<file path="src/verilog/mgmt_map.svh">
// register indices, field positions, reset values and timing counts
`ifndef MGMT_MAP_SVH
`define MGMT_MAP_SVH
`define ACC_INDEX 6
`define DATA_INDEX 7
`define PAUSE_INDEX 8
`define ACC_RESET 32'h0000_0000
`define DATA_RESET 32'h0000_0000
`define PAUSE_RESET 32'h0000_0000
`define ACC_PHY_MSB 15
`define ACC_PHY_LSB 11
`define ACC_REG_MSB 10
`define ACC_REG_LSB 6
`define ACC_WRITE_BIT 1
`define ACC_BUSY_BIT 0
`define DATA_MSB 15
`define PAUSE_TIME_MSB 31
`define PAUSE_TIME_LSB 16
`define PAUSE_PASS_BIT 2
`define PAUSE_EN_BIT 1
`define PAUSE_BUSY_BIT 0
`define INTERNAL_PHY_ADDR 5'h01
`define CLK_PERIOD_PS 4000
`define MDC_PERIOD_NS 400
`define MDC_HALF_CYCLES ((`MDC_PERIOD_NS * 1000 + 2 * `CLK_PERIOD_PS - 1) / (2 * `CLK_PERIOD_PS))
`define SLOT_TIME_NS 5120
`define SLOT_CYCLES ((`SLOT_TIME_NS * 1000) / `CLK_PERIOD_PS)
`define MDIO_PREAMBLE 32'hffff_ffff
`define MDIO_SOF 2'h1
`define MDIO_OP_READ 2'h2
`define MDIO_OP_WRITE 2'h1
`define MDIO_TA_WRITE 2'h2
`define MDIO_READ_FIRST 6'h30
`define MDIO_LAST_BIT 6'h3f
`define MDIO_RELEASE_BIT 6'h2d
`define PAUSE_DEST_ADDR 48'h0180_c200_0001
`define PAUSE_ETHERTYPE 16'h8808
`define PAUSE_OPCODE 16'h0001
`endif

</file>
<file path="src/verilog/mgmt_pkg.sv">
// types shared by the management and pause control modules
package mgmt_pkg;
  typedef enum logic [0:0] {ENG_IDLE, ENG_RUN} engine_state_type;
  typedef enum logic [1:0] {PS_IDLE, PS_SEND, PS_BACKPRESSURE} pause_state_type;

  typedef struct packed {
    engine_state_type state;
    logic wr;
    logic [15:0] div;
    logic mdc;
    logic [5:0] bit_cnt;
    logic [63:0] shreg;
    logic [15:0] rdata;
    logic out;
    logic oe;
    logic done;
    logic s1;
    logic s2;
    logic s3;
    logic filt;
  } engine_regs_type;

  typedef struct packed {
    logic [15:0] slot_cnt;
    logic [15:0] quanta_left;
    logic hold;
  } timer_regs_type;

  typedef struct packed {
    logic [4:0] phy_addr;
    logic [4:0] reg_idx;
    logic wr;
    logic busy;
    logic start;
    logic int_sel;
    logic [15:0] data;
    logic [15:0] pause_time;
    logic pass;
    logic flow_en;
    pause_state_type pstate;
    logic req_q;
    logic frame_req;
    logic [15:0] frame_time;
    logic [47:0] frame_dest;
    logic [15:0] frame_type;
    logic [15:0] frame_opcode;
    logic bp;
    logic [31:0] prdata;
    logic pready;
    logic pslverr;
    logic [7:0] rx_data;
    logic rx_dv;
    logic rx_sv;
    logic rx_fp;
  } ctrl_regs_type;
endpackage

</file>
<file path="src/verilog/mgmt_req_if.sv">
// request and answer between the register block and the serial engine
`timescale 1ns/1ps
interface mgmt_req_if;
  logic start;
  logic wr;
  logic [4:0] phy_addr;
  logic [4:0] reg_idx;
  logic [15:0] wdata;
  logic done;
  logic [15:0] rdata;
  modport ctrl (output start, wr, phy_addr, reg_idx, wdata, input done, rdata);
  modport engine (input start, wr, phy_addr, reg_idx, wdata, output done, rdata);
endinterface

</file>
<file path="src/verilog/mgmt_serial.sv">
// serial management engine: one 64-bit frame per request
`timescale 1ns/1ps
`include "mgmt_map.svh"
module mgmt_serial #(
  parameter int MDC_HALF = `MDC_HALF_CYCLES
) (
  input wire logic clk,
  input wire logic rst,
  mgmt_req_if.engine req,
  output logic mdc,
  output logic mdio_out,
  output logic mdio_oe,
  input wire logic mdio_in
);
  mgmt_pkg::engine_regs_type r;
  mgmt_pkg::engine_regs_type n;

  // output changes after mdc falls, input is taken as mdc rises
  always_comb begin
    n = r;
    n.done = 1'b0;
    n.s1 = mdio_in;
    n.s2 = r.s1;
    n.s3 = r.s2;
    if (r.s2 == r.s3) begin
      n.filt = r.s3; // glitch filter: two stages must agree
    end
    case (r.state)
      mgmt_pkg::ENG_IDLE: begin
        if (req.start) begin
          n.state = mgmt_pkg::ENG_RUN;
          n.wr = req.wr;
          n.div = 16'h0;
          n.bit_cnt = 6'h0;
          n.mdc = 1'b0;
          n.shreg = {`MDIO_PREAMBLE, `MDIO_SOF, req.wr ? `MDIO_OP_WRITE : `MDIO_OP_READ,
                     req.phy_addr, req.reg_idx, req.wr ? `MDIO_TA_WRITE : 2'h0,
                     req.wr ? req.wdata : 16'h0};
          n.out = 1'b1;
          n.oe = 1'b1;
        end
      end
      default: begin
        if (r.div == 16'(MDC_HALF - 1)) begin
          n.div = 16'h0;
          n.mdc = ~r.mdc;
          if (!r.mdc) begin
            if (!r.wr && r.bit_cnt >= `MDIO_READ_FIRST) begin
              n.rdata = {r.rdata[14:0], r.filt};
            end
          end else if (r.bit_cnt == `MDIO_LAST_BIT) begin
            n.state = mgmt_pkg::ENG_IDLE;
            n.done = 1'b1;
            n.oe = 1'b0;
            n.out = 1'b0;
          end else begin
            n.bit_cnt = r.bit_cnt + 6'h1;
            n.shreg = {r.shreg[62:0], 1'b0};
            n.out = r.shreg[62];
            // read frames release the line for turnaround and data
            n.oe = r.wr || (r.bit_cnt < `MDIO_RELEASE_BIT);
          end
        end else begin
          n.div = r.div + 16'h1;
        end
      end
    endcase
  end

  always_ff @(posedge clk or posedge rst) begin
    if (rst) begin
      r <= '0;
    end else begin
      r <= n;
    end
  end

  assign mdc = r.mdc;
  assign mdio_out = r.out;
  assign mdio_oe = r.oe;
  assign req.done = r.done;
  assign req.rdata = r.rdata;
endmodule

</file>
<file path="src/verilog/pause_timer.sv">
// transmit hold-off counter: pause quanta times slot time
`timescale 1ns/1ps
`include "mgmt_map.svh"
module pause_timer #(
  parameter int SLOT_CYCLES = `SLOT_CYCLES
) (
  input wire logic clk,
  input wire logic rst,
  input wire logic load,
  input wire logic [15:0] quanta,
  output logic hold
);
  mgmt_pkg::timer_regs_type r;
  mgmt_pkg::timer_regs_type n;

  // a new pause frame restarts the count, zero quanta releases at once
  always_comb begin
    n = r;
    if (load) begin
      n.quanta_left = quanta;
      n.slot_cnt = 16'h0;
      n.hold = (quanta != 16'h0);
    end else if (r.hold) begin
      if (r.slot_cnt == 16'(SLOT_CYCLES - 1)) begin
        n.slot_cnt = 16'h0;
        n.quanta_left = r.quanta_left - 16'h1;
        n.hold = (r.quanta_left != 16'h1);
      end else begin
        n.slot_cnt = r.slot_cnt + 16'h1;
      end
    end
  end

  always_ff @(posedge clk or posedge rst) begin
    if (rst) begin
      r <= '0;
    end else begin
      r <= n;
    end
  end

  assign hold = r.hold;
endmodule

</file>
<file path="src/verilog/phy_mgmt_and_pause_ctrl.sv">
// apb register block for phy management access and pause flow control
`timescale 1ns/1ps
`include "mgmt_map.svh"

// How it works
// - phy address field picks target; internal is 1
// - register index field picks phy register
// - direction bit: write sends data, read fills it
// - software sets busy; hardware clears at end
// - read data invalid until busy clears
// - data low half holds read or write value
// - pause time field goes into pause frames
// - flow busy: until sent, or during backpressure
// - transmitter off: no pause, no backpressure
// - other pause fields per standard control frame
// - receive enable governs pause decoding and half-duplex backpressure
// - valid pause in full duplex is obeyed
// - pass bit marks control frames; else cleared
// - every received frame's data is forwarded
// - filtering modes override pass control setting
// - enable: pause in full, backpressure in half
// - hold transmitter for quanta times slot time
module phy_mgmt_and_pause_ctrl #(
  parameter int ADDR_W = 8,
  parameter int MDC_HALF = `MDC_HALF_CYCLES,
  parameter int SLOT_CYCLES = `SLOT_CYCLES
) (
  input wire logic clk,
  input wire logic rst,
  input wire logic psel,
  input wire logic penable,
  input wire logic pwrite,
  input wire logic [ADDR_W-1:0] paddr,
  input wire logic [31:0] pwdata,
  output logic [31:0] prdata,
  output logic pready,
  output logic pslverr,
  output logic mdc,
  output logic mdio_out,
  output logic mdio_oe,
  input wire logic mdio_in,
  output logic int_phy_select,
  input wire logic full_duplex,
  input wire logic tx_enable,
  input wire logic pause_request,
  input wire logic pause_frame_done,
  output logic pause_frame_req,
  output logic [15:0] pause_frame_time,
  output logic [47:0] pause_frame_dest,
  output logic [15:0] pause_frame_type,
  output logic [15:0] pause_frame_opcode,
  output logic backpressure,
  output logic tx_pause_hold,
  input wire logic rx_pause_valid,
  input wire logic [15:0] rx_pause_quanta,
  input wire logic [7:0] rx_data,
  input wire logic rx_data_valid,
  input wire logic rx_frame_end,
  input wire logic rx_is_control,
  input wire logic rx_addr_pass,
  input wire logic promiscuous,
  output logic [7:0] rx_data_out,
  output logic rx_data_out_valid,
  output logic rx_status_valid,
  output logic rx_status_filter_pass
);
  mgmt_pkg::ctrl_regs_type r;
  mgmt_pkg::ctrl_regs_type n;
  mgmt_req_if req ();
  logic apb_done;
  logic timer_load;

  // register index to byte address on the 32-bit bus
  function automatic logic [ADDR_W-1:0] reg_addr(input int idx);
    return ADDR_W'(idx * 4);
  endfunction

  // readback words: reserved bits are constant zero
  function automatic logic [31:0] acc_word(input mgmt_pkg::ctrl_regs_type s);
    logic [31:0] w;
    w = 32'h0;
    w[`ACC_PHY_MSB:`ACC_PHY_LSB] = s.phy_addr;
    w[`ACC_REG_MSB:`ACC_REG_LSB] = s.reg_idx;
    w[`ACC_WRITE_BIT] = s.wr;
    w[`ACC_BUSY_BIT] = s.busy;
    return w;
  endfunction

  function automatic logic [31:0] pause_word(input mgmt_pkg::ctrl_regs_type s);
    logic [31:0] w;
    w = 32'h0;
    w[`PAUSE_TIME_MSB:`PAUSE_TIME_LSB] = s.pause_time;
    w[`PAUSE_PASS_BIT] = s.pass;
    w[`PAUSE_EN_BIT] = s.flow_en;
    w[`PAUSE_BUSY_BIT] = (s.pstate != mgmt_pkg::PS_IDLE);
    return w;
  endfunction

  // the completing edge of an apb transfer
  assign apb_done = psel && penable && r.pready;
  // pause decoding only when receive flow enable is on in full duplex
  assign timer_load = rx_pause_valid && r.flow_en && full_duplex;

  always_comb begin
    n = r;
    n.start = 1'b0;
    n.pready = 1'b0;
    n.pslverr = 1'b0;
    n.rx_sv = 1'b0;
    // one wait state so the answer comes from flops
    if (psel && penable && !r.pready) begin
      n.pready = 1'b1;
      n.prdata = 32'h0;
      if (paddr == reg_addr(`ACC_INDEX)) begin
        n.prdata = acc_word(r);
      end else if (paddr == reg_addr(`DATA_INDEX)) begin
        n.prdata = {16'h0, r.data};
      end else if (paddr == reg_addr(`PAUSE_INDEX)) begin
        n.prdata = pause_word(r);
      end else begin
        n.pslverr = 1'b1;
      end
    end
    // writes take effect on the completing edge only
    if (apb_done && pwrite) begin
      if (paddr == reg_addr(`ACC_INDEX)) begin
        // a write while busy is dropped so a running frame is never disturbed
        if (!r.busy) begin
          n.phy_addr = pwdata[`ACC_PHY_MSB:`ACC_PHY_LSB];
          n.reg_idx = pwdata[`ACC_REG_MSB:`ACC_REG_LSB];
          n.wr = pwdata[`ACC_WRITE_BIT];
          n.busy = pwdata[`ACC_BUSY_BIT];
          n.start = pwdata[`ACC_BUSY_BIT];
          n.int_sel = (pwdata[`ACC_PHY_MSB:`ACC_PHY_LSB] == `INTERNAL_PHY_ADDR);
        end
      end else if (paddr == reg_addr(`DATA_INDEX)) begin
        if (!r.busy) begin
          n.data = pwdata[`DATA_MSB:0];
        end
      end else if (paddr == reg_addr(`PAUSE_INDEX)) begin
        // the busy bit position is read only; whatever is written there is lost
        n.pause_time = pwdata[`PAUSE_TIME_MSB:`PAUSE_TIME_LSB];
        n.pass = pwdata[`PAUSE_PASS_BIT];
        n.flow_en = pwdata[`PAUSE_EN_BIT];
      end
    end
    // end of a serial transaction
    if (r.busy && req.done) begin
      n.busy = 1'b0;
      if (!r.wr) begin
        n.data = req.rdata;
      end
    end
    // pause generation and backpressure
    n.req_q = pause_request;
    case (r.pstate)
      mgmt_pkg::PS_IDLE: begin
        if (tx_enable && full_duplex && pause_request && !r.req_q) begin
          n.pstate = mgmt_pkg::PS_SEND;
          n.frame_req = 1'b1;
          n.frame_time = r.pause_time;
          n.frame_dest = `PAUSE_DEST_ADDR;
          n.frame_type = `PAUSE_ETHERTYPE;
          n.frame_opcode = `PAUSE_OPCODE;
        end else if (tx_enable && !full_duplex && r.flow_en && pause_request) begin
          n.pstate = mgmt_pkg::PS_BACKPRESSURE;
          n.bp = 1'b1;
        end
      end
      mgmt_pkg::PS_SEND: begin
        // busy lasts until the frame has left; a disabled transmitter aborts it
        if (pause_frame_done || !tx_enable) begin
          n.pstate = mgmt_pkg::PS_IDLE;
          n.frame_req = 1'b0;
        end
      end
      default: begin
        if (!tx_enable || full_duplex || !r.flow_en || !pause_request) begin
          n.pstate = mgmt_pkg::PS_IDLE;
          n.bp = 1'b0;
        end
      end
    endcase
    // receive data passes on unconditionally, status tells the keeper
    n.rx_data = rx_data;
    n.rx_dv = rx_data_valid;
    if (rx_frame_end) begin
      n.rx_sv = 1'b1;
      if (promiscuous) begin
        n.rx_fp = 1'b1;
      end else if (rx_is_control) begin
        n.rx_fp = r.pass;
      end else begin
        n.rx_fp = rx_addr_pass;
      end
    end
  end

  always_ff @(posedge clk or posedge rst) begin
    if (rst) begin
      r <= '0;
    end else begin
      r <= n;
    end
  end

  // request side of the serial engine
  assign req.start = r.start;
  assign req.wr = r.wr;
  assign req.phy_addr = r.phy_addr;
  assign req.reg_idx = r.reg_idx;
  assign req.wdata = r.data;

  mgmt_serial #(
    .MDC_HALF(MDC_HALF)
  ) u_serial (
    .clk(clk),
    .rst(rst),
    .req(req.engine),
    .mdc(mdc),
    .mdio_out(mdio_out),
    .mdio_oe(mdio_oe),
    .mdio_in(mdio_in)
  );

  pause_timer #(
    .SLOT_CYCLES(SLOT_CYCLES)
  ) u_timer (
    .clk(clk),
    .rst(rst),
    .load(timer_load),
    .quanta(rx_pause_quanta),
    .hold(tx_pause_hold)
  );

  // outputs straight from the state register
  assign prdata = r.prdata;
  assign pready = r.pready;
  assign pslverr = r.pslverr;
  assign int_phy_select = r.int_sel;
  assign pause_frame_req = r.frame_req;
  assign pause_frame_time = r.frame_time;
  assign pause_frame_dest = r.frame_dest;
  assign pause_frame_type = r.frame_type;
  assign pause_frame_opcode = r.frame_opcode;
  assign backpressure = r.bp;
  assign rx_data_out = r.rx_data;
  assign rx_data_out_valid = r.rx_dv;
  assign rx_status_valid = r.rx_sv;
  assign rx_status_filter_pass = r.rx_fp;
endmodule

</file>
<file path="config.mk">
export PLATFORM = sky130hd
export DESIGN_NAME = phy_mgmt_and_pause_ctrl
export DESIGN_NICKNAME = d
export VERILOG_FILES = /design/src/verilog/mgmt_pkg.sv /design/src/verilog/mgmt_req_if.sv /design/src/verilog/mgmt_serial.sv /design/src/verilog/pause_timer.sv /design/src/verilog/phy_mgmt_and_pause_ctrl.sv
export VERILOG_INCLUDE_DIRS = /design/src /design/src/verilog
export SDC_FILE = /design/constraint.sdc
export NUM_CORES = 1
export LEC_CHECK = 0
export BUFFER_PORTS_ARGS = -buffer_cell sky130_fd_sc_hd__buf_2
export CORE_MARGIN = 1.5
export CORE_UTILIZATION = 54
export CTS_CLUSTER_SIZE = 16
export DETAILED_ROUTE_END_ITERATION = 6
export PLACE_DENSITY = 0.87
export SYNTH_ARGS = -nofsm -noshare
export SYNTH_HDL_FRONTEND = slang
export SYNTH_SLANG_ARGS = --single-unit
</file>
<file path="constraint.sdc">
create_clock -name clk -period 8.8 [get_ports clk]
set_clock_uncertainty 0.05 [all_clocks]
set_input_delay 0 -clock clk [delete_from_list [all_inputs] [get_ports clk]]
set_output_delay 0 -clock clk [all_outputs]
set_load 0.01 [all_outputs]
</file>
==> metrics.md <==
| Metric | Value |
|---|---|
| Status | `complete, no violations` |
| DRT iter0 DRCs | `766` |
| Synth unique cells | `66` |
| CP peak stage delay | `0.71 ns` |
| Final WL | `29,740 µm` |
| Rel. slew slack | `13.79%` |
| Tightest Hold Check Type | `input pin to flop` |
| Die Ht | `153.9 µm` |
| DIE AREA | `23,690 µm²` |
| Arr. time, crit path | `3.54 ns` |
| Most common cell after layout, fill and taps aside | `dfrtp_1` |
| Crit. End Element | `flop` |
| DR WL/cell | `17.97 µm` |
| Max-Cap Viols | `0` |
| CTS Buf Count | `27` |
| Vias per cell | `5.758` |
| Asr flop ratio synth | `100.0%` |
| Setup TNS | `0 ns` |
| Core area | `22,500 µm²` |
| Post-synthesis register bit count | `259` |
| Post-Syn Area | `12,300 µm²` |
| Highest-count cells in the layout ignoring fill and taps | `dfrtp_1 (259), buf_2 (157), nand2_1 (148)` |
| Critical Path RT | `9.20 ns` |
| IR drop worst, VDD | `0.0001527 V` |
| Gpl congestion | `0.8478` |
| PwrDens | `187.8 nW/µm²` |
| Met1 GRT Util | `31.68%` |
| Starting Density | `54.66%` |
| Vias | `9,529` |
| Worst path cell trace | `inv_1, ha_1, or4bb_1, nor4_4, nand2_2, or4_1, a21oi_1` |
| # setup viols final | `0` |
| R2R Setup Slk | `5.66 ns` |
| Clock Latency Late Sink | `0.55 ns` |
| Worst setup SP type | `flop` |
| Vias in the first global route | `9,620` |
| First-pass GRT wire length | `48,850 µm` |
| CTS clk-pin slew, worst paths | `0.06 ns` |
| Critical path type | `flop to flop` |
| Pins Over Slew Limit | `0` |
| I/O pins | `228` |
| Post-synth top area cell | `dfrtp_1` |
| Final hold violation count | `0` |
| Main synth FF type | `dfrtp_1` |
| CP delay by family, top | `simple AND/OR/NAND/NOR gates` |
| Area growth from synthesis to layout | `16.07%` |
| Fmax achieved | `318.8 MHz` |
| Worst-path fanout max | `55` |
| Antenna violations before repair | `0` |
| Synth top area share | `52.70%` |
| Critical path's slowest cell | `or4_1` |
| Syn avg cell area | `10.25 µm²` |
| Die width | `153.9 µm` |
| LEAKAGE | `6.925 nW` |
| CTS max path bufs | `3` |
| Clk sink count | `259` |
| M3 GR Usage | `4.481%` |
| IO buf count | `157` |
| EDFF count, synth | `0` |
| Clock tree root driver cell | `clkbuf_16` |
| Placement Cell Area | `12,550 µm²` |
| Row count | `55` |
| Cell area after layout | `14,280 µm²` |
| Post-route ant nets | `0` |
| Final HPWL DP | `17,520 µm` |
| Fin crit period | `3.137 ns` |
| Fraction of layout cells with a size suffix above 1 | `21.31%` |
| CP Buf/Inv Count | `1` |
| Area contributors post-synth | `dfrtp_1 (53%), buf_4 (8.3%), mux2_2 (4.9%)` |
| Hold Slack | `0.04088 ns` |
| Global route overflow | `0` |
| Largest net degree at the start of global routing | `125` |
| RSZ-0062 raised after global routing | `false` |
| Diode count | `0` |
| Cells after synthesis | `1,200` |
| Post-CTS Setup Inserts | `0` |
| CTS tree | `yes` |
| Busiest layer in global routing | `met2` |
| DRT Pass-1 Iters | `5` |
| Final core occ | `63.44%` |
| Period utilization | `35.64%` |
| Nets | `1,437` |
| H-tree lvl count | `1` |
| Ys Warns | `0` |
| Drt drc | `0` |
| Total GRT Usage | `25.26%` |
| Sequential element share of the synthesized area | `52.70%` |
| Met2 Usage GRT | `41.82%` |
| Worst slew pin tran | `1.289 ns` |
==> cell usage after synthesis (3+ instances only) <==
cell and n:
xor2_1 10, buf_2 10, nand3_1 25, or4_1 4, mux2_2 53, mux2_4 10
nand2_1 148, dfrtp_1 259, or3_1 8, and2_1 6, buf_4 136, nand4_1 11
nor4_1 15, a22oi_1 11, a21oi_1 51, nor2_1 102, nand3b_1 4, a31oi_1 38
a32o_1 3, and4_1 3, inv_1 14, nor2b_1 6, clkbuf_1 45, nand2b_1 9
o21ai_0 62, ha_1 7, o31ai_1 5, mux2i_1 27, nor4b_1 3, and3_1 8
a22o_1 17, xnor2_1 9, nor3_1 37
==> final timing paths <==
path	start	endpoint	cells after the start
worst max-delay path	u_serial.r[95]	u_serial.r[92]	7
worst min register to register	u_serial.n[2]	u_serial.n[1]	0
worst min-delay path	rx_pause_valid	u_timer.r[15]	3
max in group asynchronous	rst	u_serial.r[91]	4
min in group asynchronous	rst	rx_data_out[2]	3
worst max register to register	u_serial.r[95]	u_serial.r[92]	7
==> metal layers <==
layer / share of wire (%) / up-vias
met4: 5.0 / 0
li1: - / 4264
met5: 0 / -
met1: 40 / 4678
met2: 49 / 460
met3: 6.5 / 127
==> stage by stage <==
| stage | setup slack [ns] | power [mW] | std cells |
|---|---|---|---|
| floorplan | 1.623 | 1.413 | 1269 |
| finish | 5.663 | 2.681 | 1655 |
| global route | 5.440 | 2.769 | 1655 |
| global placement | 5.795 | 1.433 | 1529 |
| CTS | 5.645 | 2.683 | 1655 |
| detailed placement | 5.693 | 1.442 | 1529 |
==> worst min-delay path, delay by kind of cell <==
kind	cells	cell delay (ns)
buffers and inverters	1	0.11
AND/OR/NAND/NOR	1	0.35
AO/OA/AOI/OAI	1	0.14
==> logic make-up after synthesis <==
kind of cell	count (synthesis)	synth area share (%)
xor gates and xnor gates	19	1.353
DFF	259	52.70
other	1	0.03049
muxes	90	8.271
adders and majority gates	8	0.7935
AOI/OAI and AO/OA	207	10.31
buffers and inverters	208	10.72
and+or+nand+nor	408	15.83
==> area by class of cell <==
type	instances	area [µm²]
fill	1626	8227
sequential	259	6481
multi-input combinational	802	4772
timing repair buffer	246	1647
clock buffer	36	759.5
tap	285	356.6
clock inverter	13	200.2
inverter	14	60.06
==> where the power goes <==
| part | switching, mW | internal [mW] |
|---|---|---|
| Combinational | 0.103 | 0.0774 |
| Sequential | 0.0421 | 1.23 |
| Clock | 0.499 | 0.732 |
==> registers in the layout (all words and copies together) (netlist names), 2 cells and up <==
register / cells
u_serial.n: 2
u_serial.req.rdata: 16
rx_data_out: 8
prdata: 32
req.reg_idx: 5
u_serial.r: 89
u_timer.r: 32
req.phy_addr: 5
req.wdata: 16
pause_frame_time: 16
r: 22
==> what timing repair did <==
action                     4_1_cts  5_1_grt
setup endpoints to repair        0        0
hold endpoints to repair       209        0
hold buffers                    77        0
gates resized for setup          0        0
Power figures use the tool's default switching activity.
